`config.mk`:
```
export PLATFORM = sky130hd
export DESIGN_NAME = rfs_supervisor
export DESIGN_NICKNAME = d
export VERILOG_FILES = /design/src/pkg/rfs_pkg.sv /design/src/rtl/rfs_fault_count.sv /design/src/rtl/rfs_divider.sv /design/src/rtl/rfs_supervisor.sv
export VERILOG_INCLUDE_DIRS = /design/src /design/src/pkg
export SDC_FILE = /design/constraint.sdc
export NUM_CORES = 1
export LEC_CHECK = 0
export ABC_AREA = 1
export BUFFER_PORTS_ARGS = -buffer_cell sky130_fd_sc_hd__clkbuf_2
export CORE_MARGIN = 2
export CORE_UTILIZATION = 55
export CTS_CLUSTER_DIAMETER = 40
export CTS_CLUSTER_SIZE = 25
export DETAILED_ROUTE_END_ITERATION = 7
export PLACE_DENSITY_LB_ADDON = 0.05
export SLEW_MARGIN = 40
export SYNTH_ARGS = -nofsm -noshare
export SYNTH_HDL_FRONTEND = slang
export SYNTH_SLANG_ARGS = --single-unit
```
`constraint.sdc`:
```
create_clock -name CLOCK -period 4.5 [get_ports CLOCK]
set_input_delay 0.225 -clock CLOCK [delete_from_list [all_inputs] [get_ports CLOCK]]
set_output_delay 0.225 -clock CLOCK [all_outputs]
set_load 0.005 [all_outputs]
```
`src/pkg/rfs_regs.svh`:
```
// constants for the resonant fault supervisor
// assumes comparator flags arrive as clean levels synchronous to CLOCK
// Behaviour
// RQ1: feedback sense under target: slowly raise power offset.
// RQ2: negative load transient: lower the added power offset.
// RQ3: feedback drop: immediately raise capacitor swing, no waiting.
// RQ4: at low-power minimum energy and duty, feedback over burst level: burst.
// RQ5: in burst, feedback falls below burst threshold: start burst-on cycle.
// RQ6: supply undervoltage: stop, recharge from HV pin, pull boost low.
// RQ7: restart after supply uv only when both supplies exceed start.
// RQ8: high-side gate off while boot supply below reset threshold.
// RQ9: no switching until boost sense exceeds its start threshold.
// RQ10: boost undervoltage stops switching; resume above start threshold.
// RQ11: output overvoltage five consecutive cycles: latched fault, PFC off.
// RQ12: one converter alternates output and boost sampling.
// RQ13: current sense near zero: turn off conducting switch.
// RQ14: capacitive-mode avoidance never latches or stops converter.
// RQ15: overcurrent: turn off current switch, keep switching.
// RQ16: overcurrent five consecutive cycles: stop, protect, PFC off.
// RQ17: latched protection persists without switching until mains removed.
// RQ18: in latched or restart protection keep core supply at start level.
// RQ19: overpower latch or safe restart taken from external setting.
// RQ20: swing over overpower limit runs counter; past delay, protect.
// RQ21: overtemperature: latched protection and PFC disabled.
// RQ22: consecutive-cycle counters clear on any cycle without exceedance.
// RQ23: latched fault cleared only by power-on reset.
`ifndef RFS_REGS_SVH
`define RFS_REGS_SVH
`define RFS_CLK_MHZ        100
`define RFS_FAULT_CYCLES   5
`define RFS_FB_TARGET_MV   1020
`define RFS_BURST_UA       106
`define RFS_OPP_SHORT_MS   50
`define RFS_OPP_LONG_MS    200
`define RFS_RESTART_MS     1000
`define RFS_OFFSET_STEP_US 10
`define RFS_OFFSET_RST     8'h00
`define RFS_SWING_STEP     8'h10
`endif

```
`src/pkg/rfs_pkg.sv`:
```
// types shared by the supervisor files
// assumes nothing beyond the constants header
package rfs_pkg;
    typedef enum logic [2:0] {
        ST_CHARGE,
        ST_WAIT_BOOST,
        ST_RUN,
        ST_RESTART,
        ST_LATCHED
    } rfs_state_t;

    typedef enum logic [1:0] {
        PM_HIGH,
        PM_LOW,
        PM_BURST
    } rfs_pmode_t;
endpackage

```
`src/rtl/rfs_fault_count.sv`:
```
// consecutive-cycle fault counter with sticky trip
// assumes cycle_end is a one-cycle pulse per switching cycle
`include "rfs_regs.svh"
module rfs_fault_count #(
    parameter int LIMIT = `RFS_FAULT_CYCLES
) (
    input  wire logic clk,
    input  wire logic rst,
    input  wire logic cycle_end,
    input  wire logic exceeded,
    output logic      trip
);
    logic [3:0] count;
    logic [3:0] next_count;
    logic       next_trip;

    always_comb begin
        next_count = count;
        next_trip  = trip;
        if (cycle_end) begin
            if (exceeded) begin
                if (count < 4'(LIMIT))
                    next_count = count + 4'h1;
            end else begin
                next_count = 4'h0; // RQ22
            end
            if (exceeded && count == 4'(LIMIT - 1))
                next_trip = 1'b1;
        end
    end

    always_ff @(posedge clk or posedge rst) begin
        if (rst) begin
            count <= 4'h0;
            trip  <= 1'b0;
        end else begin
            count <= next_count;
            trip  <= next_trip;
        end
    end
endmodule // rfs_fault_count

```
`src/rtl/rfs_divider.sv`:
```
// divider producing a one-cycle tick every DIV clocks
// assumes a single clock domain
module rfs_divider #(
    parameter int DIV = 1000
) (
    input  wire logic clk,
    input  wire logic rst,
    output logic      tick
);
    logic [31:0] cnt;
    logic [31:0] next_cnt;
    logic        next_tick;

    always_comb begin
        next_tick = (cnt == 32'(DIV - 1));
        next_cnt  = next_tick ? 32'h0 : cnt + 32'h1;
    end

    always_ff @(posedge clk or posedge rst) begin
        if (rst) begin
            cnt  <= 32'h0;
            tick <= 1'b0;
        end else begin
            cnt  <= next_cnt;
            tick <= next_tick;
        end
    end
endmodule // rfs_divider

```
`src/rtl/rfs_supervisor.sv`:
```
// top of the resonant fault supervisor
// assumes comparator inputs synchronous to CLOCK, gate requests from the
// switching core, and CYCLE_END one pulse per switching cycle
`include "rfs_regs.svh"
module rfs_supervisor #(
    parameter int OPP_SHORT_CYC = `RFS_OPP_SHORT_MS * 1000 * `RFS_CLK_MHZ,
    parameter int OPP_LONG_CYC  = `RFS_OPP_LONG_MS * 1000 * `RFS_CLK_MHZ,
    parameter int RESTART_CYC   = `RFS_RESTART_MS * 1000 * `RFS_CLK_MHZ,
    parameter int STEP_CYC      = `RFS_OFFSET_STEP_US * `RFS_CLK_MHZ
) (
    input  wire logic       CLOCK,
    input  wire logic       RST,
    input  wire logic       CYCLE_END,
    input  wire logic       HS_REQ,
    input  wire logic       LS_REQ,
    input  wire logic       FB_BELOW_TARGET,
    input  wire logic       FB_ABOVE_BURST,
    input  wire logic       LOAD_DROP,
    input  wire logic       LP_AT_MIN,
    input  wire logic       LOW_POWER_REQ,
    input  wire logic       CORE_SUPPLY_UV,
    input  wire logic       CORE_SUPPLY_START,
    input  wire logic       REG_SUPPLY_UV,
    input  wire logic       REG_SUPPLY_START,
    input  wire logic       BOOT_SUPPLY_LOW,
    input  wire logic       BOOST_START,
    input  wire logic       BOOST_UV,
    input  wire logic       OUTPUT_OV,
    input  wire logic       CUR_NEAR_ZERO,
    input  wire logic       CUR_OVER,
    input  wire logic       SWING_OVER_OPP,
    input  wire logic       OVER_TEMP,
    input  wire logic       OPP_LATCH_SEL,
    input  wire logic       OPP_LONG_SEL,
    input  wire logic       OPP_DISABLE,
    output logic            HIGHSIDE_GATE,
    output logic            LOWSIDE_GATE,
    output logic            SWITCH_EN,
    output logic            HV_CHARGE,
    output logic            BOOST_PULL_LOW,
    output logic            ADC_SEL_OUT,
    output logic [7:0]      POWER_OFFSET,
    output logic            SWING_BOOST,
    output logic [1:0]      POWER_MODE,
    output logic            BURST_ON_START,
    output logic            LATCHED
);
    // ****************************************************************
    // consecutive-cycle counters and offset stepping
    // ****************************************************************
    logic ovp_sample;
    logic ovp_trip;
    logic ocp_trip;
    logic step_tick;
    logic ov_seen;
    logic ov_hit;
    logic oc_seen;

    // ov flag only meaningful on the cycles the shared converter watches it
    assign ov_hit = ov_seen;

    rfs_fault_count #(.LIMIT(`RFS_FAULT_CYCLES)) u_ovp (
        .clk       (CLOCK),
        .rst       (RST),
        .cycle_end (ovp_sample),
        .exceeded  (ov_hit),
        .trip      (ovp_trip)
    );

    rfs_fault_count #(.LIMIT(`RFS_FAULT_CYCLES)) u_ocp (
        .clk       (CLOCK),
        .rst       (RST),
        .cycle_end (CYCLE_END),
        .exceeded  (oc_seen),
        .trip      (ocp_trip)
    );

    rfs_divider #(.DIV(STEP_CYC)) u_step (
        .clk  (CLOCK),
        .rst  (RST),
        .tick (step_tick)
    );

    // ****************************************************************
    // supervisory state
    // ****************************************************************
    rfs_pkg::rfs_state_t state;
    rfs_pkg::rfs_state_t next_state;
    rfs_pkg::rfs_pmode_t pmode;
    rfs_pkg::rfs_pmode_t next_pmode;
    logic [31:0] opp_cnt;
    logic [31:0] next_opp_cnt;
    logic [31:0] rst_cnt;
    logic [31:0] next_rst_cnt;
    logic        adc_out;
    logic        next_adc_out;
    logic        next_ov_seen;
    logic        next_oc_seen;
    logic        latched;
    logic        next_latched;
    logic        fb_above_d;
    logic [7:0]  offset;
    logic [7:0]  next_offset;
    logic        supply_uv;
    logic        opp_trip;
    logic        latch_cause;
    logic        running;

    assign supply_uv   = CORE_SUPPLY_UV || REG_SUPPLY_UV;
    assign opp_trip    = !OPP_DISABLE && SWING_OVER_OPP
        && (opp_cnt >= (OPP_LONG_SEL ? 32'(OPP_LONG_CYC)
                                     : 32'(OPP_SHORT_CYC)));    // RQ20
    assign latch_cause = ovp_trip || ocp_trip || OVER_TEMP // RQ11 RQ16 RQ21
        || (opp_trip && OPP_LATCH_SEL);                         // RQ19
    assign running     = (state == rfs_pkg::ST_RUN);
    assign ovp_sample  = CYCLE_END && adc_out;                  // RQ12

    always_comb begin
        next_state   = state;
        next_rst_cnt = 32'h0;
        next_latched = latched || latch_cause;                  // RQ23
        unique case (state)
            rfs_pkg::ST_CHARGE:
                if (CORE_SUPPLY_START && REG_SUPPLY_START)      // RQ7
                    next_state = rfs_pkg::ST_WAIT_BOOST;
            rfs_pkg::ST_WAIT_BOOST:
                if (supply_uv)
                    next_state = rfs_pkg::ST_CHARGE;
                else if (BOOST_START)                           // RQ9 RQ10
                    next_state = rfs_pkg::ST_RUN;
            rfs_pkg::ST_RUN:
                if (supply_uv)                                  // RQ6
                    next_state = rfs_pkg::ST_CHARGE;
                else if (BOOST_UV)                              // RQ10
                    next_state = rfs_pkg::ST_WAIT_BOOST;
                else if (opp_trip && !OPP_LATCH_SEL)            // RQ19
                    next_state = rfs_pkg::ST_RESTART;
            rfs_pkg::ST_RESTART: begin
                next_rst_cnt = rst_cnt + 32'h1;
                if (rst_cnt >= 32'(RESTART_CYC - 1))
                    next_state = rfs_pkg::ST_CHARGE;
            end
            rfs_pkg::ST_LATCHED: ;                              // RQ17
        endcase
        if (next_latched)
            next_state = rfs_pkg::ST_LATCHED;                   // RQ17
    end

    always_comb begin
        next_adc_out = CYCLE_END ? !adc_out : adc_out;          // RQ12
        next_ov_seen = CYCLE_END ? 1'b0 : (ov_seen || OUTPUT_OV);
        next_oc_seen = CYCLE_END ? 1'b0 : (oc_seen || CUR_OVER);
        if (adc_out && !CYCLE_END)
            next_ov_seen = ov_seen || OUTPUT_OV;
        next_opp_cnt = (running && SWING_OVER_OPP) ? opp_cnt + 32'h1
                                                   : 32'h0;     // RQ20
        next_offset = offset;
        if (step_tick && running) begin
            if (FB_BELOW_TARGET && offset != 8'hFF)
                next_offset = offset + 8'h01;                   // RQ1
            else if (LOAD_DROP && offset != 8'h00)
                next_offset = offset - 8'h01;                   // RQ2
        end
        next_pmode = pmode;
        if (!running)
            next_pmode = rfs_pkg::PM_HIGH;
        else unique case (pmode)
            rfs_pkg::PM_HIGH:
                if (LOW_POWER_REQ)
                    next_pmode = rfs_pkg::PM_LOW;
            rfs_pkg::PM_LOW:
                if (LP_AT_MIN && FB_ABOVE_BURST)                // RQ4
                    next_pmode = rfs_pkg::PM_BURST;
                else if (!LOW_POWER_REQ)
                    next_pmode = rfs_pkg::PM_HIGH;
            rfs_pkg::PM_BURST:
                if (!LOW_POWER_REQ)
                    next_pmode = rfs_pkg::PM_HIGH;
        endcase
    end

    // ****************************************************************
    // registers and outputs
    // ****************************************************************
    always_ff @(posedge CLOCK or posedge RST) begin
        if (RST) begin
            state          <= rfs_pkg::ST_CHARGE;
            pmode          <= rfs_pkg::PM_HIGH;
            opp_cnt        <= 32'h0;
            rst_cnt        <= 32'h0;
            adc_out        <= 1'b0;
            ov_seen        <= 1'b0;
            oc_seen        <= 1'b0;
            latched        <= 1'b0;
            fb_above_d     <= 1'b0;
            offset         <= `RFS_OFFSET_RST;
            HIGHSIDE_GATE  <= 1'b0;
            LOWSIDE_GATE   <= 1'b0;
            SWITCH_EN      <= 1'b0;
            HV_CHARGE      <= 1'b1;
            BOOST_PULL_LOW <= 1'b1;
            ADC_SEL_OUT    <= 1'b0;
            POWER_OFFSET   <= `RFS_OFFSET_RST;
            SWING_BOOST    <= 1'b0;
            POWER_MODE     <= 2'h0;
            BURST_ON_START <= 1'b0;
            LATCHED        <= 1'b0;
        end else begin
            state          <= next_state;
            pmode          <= next_pmode;
            opp_cnt        <= next_opp_cnt;
            rst_cnt        <= next_rst_cnt;
            adc_out        <= next_adc_out;
            ov_seen        <= next_ov_seen;
            oc_seen        <= next_oc_seen;
            latched        <= next_latched;
            fb_above_d     <= FB_ABOVE_BURST;
            offset         <= next_offset;
            // near-zero and overcurrent cut conduction; near-zero never stops, overcurrent stops after five cycles in a row
            HIGHSIDE_GATE  <= (next_state == rfs_pkg::ST_RUN) && HS_REQ
                && !BOOT_SUPPLY_LOW                             // RQ8
                && !CUR_NEAR_ZERO && !CUR_OVER; // RQ13 RQ14 RQ15
            LOWSIDE_GATE   <= (next_state == rfs_pkg::ST_RUN) && LS_REQ
                && !CUR_NEAR_ZERO && !CUR_OVER;                 // RQ13 RQ15
            SWITCH_EN      <= (next_state == rfs_pkg::ST_RUN);  // RQ16
            HV_CHARGE      <= (next_state != rfs_pkg::ST_RUN)
                && (next_state != rfs_pkg::ST_WAIT_BOOST
                    || supply_uv);                              // RQ6 RQ18
            // PFC also stays off through a safe restart
            BOOST_PULL_LOW <= (next_state == rfs_pkg::ST_CHARGE)
                || (next_state == rfs_pkg::ST_RESTART)          // RQ19
                || next_latched; // RQ6 RQ11 RQ16 RQ21
            ADC_SEL_OUT    <= next_adc_out;
            POWER_OFFSET   <= next_offset;
            SWING_BOOST    <= running && FB_BELOW_TARGET;       // RQ3
            POWER_MODE     <= next_pmode;
            BURST_ON_START <= (pmode == rfs_pkg::PM_BURST)
                && fb_above_d && !FB_ABOVE_BURST;               // RQ5
            LATCHED        <= next_latched;
        end
    end
endmodule // rfs_supervisor

```
==> summary.txt <==
CP Class = reg -> reg
Initial antenna violation count = 0
Die Span Y = 122 um
1st-iter DRT viols = 509
R2R setup slack = 2100 ps
Total power = 2710 uW
Cts bufs inserted = 17
Power Density = 314 mW/mm^2
# placed instances = 1196
Synth warn = 0
R2r worst-path depth = 18
Fin. max-slew vios = 0
Reg2Reg Launch Point = offset[3]
CP max FO = 9
Die footprint = 0.0148 mm^2
Crit path required time = 4800 ps
Syn_nets = 1035
Asr flop ratio synth = 1.00
H-tree levels = 4
Unrepaired setup endpoints after global routing = no
Vias post-DR = 6541
Worst flop-to-flop path endpoint = offset[7]
Row cnt = 42
Worst-Skew Late Latency = 420 ps
Worst VDD drop = 285 uV
Commonest cells after routing, fill and taps aside = nand2_1, inv_1, nor2_1
Fin Setup TNS = 0 ps
Starting Density = 0.568
Vias in the first global route = 6244
I/O Pins = 44
Chip Width = 122 um
Worst slew pin tran = 681 ps
Layout fillers = 1214
Clock edge transition at the registers on the reported setup and hold paths = 50 ps
Post-synth EDFFs = 0
Status = completed
DR DRC count = 0
Post-synthesis sequential area ratio = 0.434
Post_cts resized = 0
Global route overflow = 0
Final hold viol count = 0
Max Freq = 417 MHz
Mean Syn Cell Area = 7.76 um^2
Worst Skew = 7.31 ps
Yosys reg bits = 132
Area grow syn2layout = 13.5%
Clk root buf = clkbuf_16
Prevailing post-synth register cell = dfrtp_1
Mean routed wirelength per cell = 13.9 um
WHS = 14.2 ps
Area post-placement = 0.00805 mm^2
Share of cells above drive strength 1 = 0.112
Crit. End Element = flip-flop
Avg Vias per Cell = 5.31
Min-delay worst type = in -> reg
Dpl hpwl = 12300 um
Hold buffers post-CTS = 3
CTS sink cnt = 132
CP startpoint = offset[3]
CP arrival = 2700 ps
Finished Layout Cells = 1231
Synth cell types = 45
Min Tclk post-route = 2400 ps
First-pass DRT Iterations = 5
N_diodes = 0
Cells after synthesis = 980
Largest net degree at the start of global routing = 100
CTS tree = yes
Core box area = 0.0134 mm^2
Worst-case clock buffer depth = 2
Mapped Area = 0.00761 mm^2
GRT Util Overall = 0.251
Final design area excluding fillers = 0.00864 mm^2
Antenna viol nets, final = 0
IO buf count = 43
Post-CTS setup buffer count = 0
Fin crit share = 0.533
Startpoint Class = flip-flop
Routability cong. = 0.956
Leakage = 0.00382 uW
Post-Route WL = 17100 um
Worst relative slew slack = 0.546
Max Cap Viol = 0
Final net count = 1097
Most common cell after layout, fill and taps aside = nand2_1
First-pass GRT wire length = 29500 um
Final setup vio count = 0
CP Capture Point = offset[7]
-- synth_stat cells, types with 2 or more instances --
master / number / area [um^2]
xor2_1: 27 / 236
a21oi_1: 48 / 240
nor2_4: 7 / 78.8
dfstp_2: 2 / 52.6
ha_1: 29 / 363
inv_1: 150 / 563
clkbuf_1: 4 / 15.0
nand2_1: 179 / 672
nor2_2: 9 / 56.3
xnor2_1: 8 / 70.1
nor3_2: 5 / 50.1
o21ai_0: 49 / 245
buf_2: 2 / 10.0
o41ai_1: 2 / 17.5
nand2_2: 9 / 56.3
nand3_2: 4 / 40.0
inv_2: 2 / 7.51
nor2_1: 145 / 544
o21ai_1: 3 / 15.0
a31oi_1: 5 / 31.3
clkinv_1: 2 / 7.51
o211ai_1: 3 / 22.5
nand4_1: 34 / 213
nor3_1: 38 / 190
nor4_1: 19 / 119
o31ai_1: 2 / 15.0
nand3_1: 38 / 190
o21a_1: 4 / 30.0
dfrtp_1: 130 / 3250
nor3b_1: 4 / 30.0
nor3_4: 3 / 48.8
-- through the flow --
| step | util | setup WS, ps |
|---|---|---|
| 2_1_floorplan | - | 752 |
| 5_1_grt | 0.645 | 1770 |
| 3_5_place_dp | 0.601 | 2140 |
| 6_report | 0.645 | 2100 |
| 3_3_place_gp | 0.600 | 2180 |
| 4_1_cts | 0.645 | 2120 |
-- sequential cells by signal (all words and copies together) (netlist names), 2 cells and up --
signal / flops
opp_cnt: 32
rst_cnt: 32
u_step.cnt: 32
offset: 8
u_ocp.count: 4
u_ovp.count: 4
state: 3
pmode: 2
-- power breakdown --
part           leakage [uW]  internal (uW)  switching, uW
Clock              0.000276            841            496
Sequential          0.00177           1210           23.7
Combinational       0.00177           50.6           84.5
-- worst max-delay path, stage by stage, from the launching register on --
cell	delay (ps)
dfrtp_1	440
nand4_1	110
o21ai_0	160
buf_4	190
ha_1	280
nand3_1	100
nand3_1	80
nand2_1	90
nand2_1	60
a21oi_1	160
inv_1	60
nand2_1	70
nand2_1	50
a21oi_1	150
inv_1	50
nand2_1	50
nand2_1	40
nand2_1	40
o21ai_0	70
-- per-layer routing --
layer,track usage,vias to the layer above,part of all wire
met5,0,-,0
met4,0.0704,0,0.011
met3,0.0538,17,0.042
met2,0.389,146,0.46
met1,0.359,3040,0.49
li1,-,3338,-
-- kinds of logic after synthesis --
logic type      after synthesis  synth area share
simple gates                501             0.308
buf+inv                     161            0.0803
flops                       132             0.434
compound gates              121            0.0872
xor+xnor                     35            0.0403
fa+ha+maj                    30            0.0503
-- layout make-up --
| class | count | area [um^2] | share of cell area |
|---|---|---|---|
| clock buffers | 26 | 479 | 0.0555 |
| inverters | 154 | 586 | 0.0678 |
| well taps | 176 | 220 | 0.0255 |
| repair buffers | 50 | 275 | 0.0319 |
| multi-input cells | 687 | 3690 | 0.427 |
| clock inverters | 6 | 80.1 | 0.00927 |
| flip-flops and latches | 132 | 3310 | 0.383 |
-- how the worst min path moves through the flow --
stage                         startpoint        endpoint  slack [ps]  depth (start not counted)
after detailed placement             RST  u_step.cnt[24]         410                          2
final                             HS_REQ   HIGHSIDE_GATE          10                          3
after global placement    FB_ABOVE_BURST      fb_above_d         420                          1
after global routing              HS_REQ   HIGHSIDE_GATE          20                          3
after CTS                         HS_REQ   HIGHSIDE_GATE           8                          3
after floorplan           FB_ABOVE_BURST      fb_above_d         260                          0
Power figures use the tool's default switching activity.
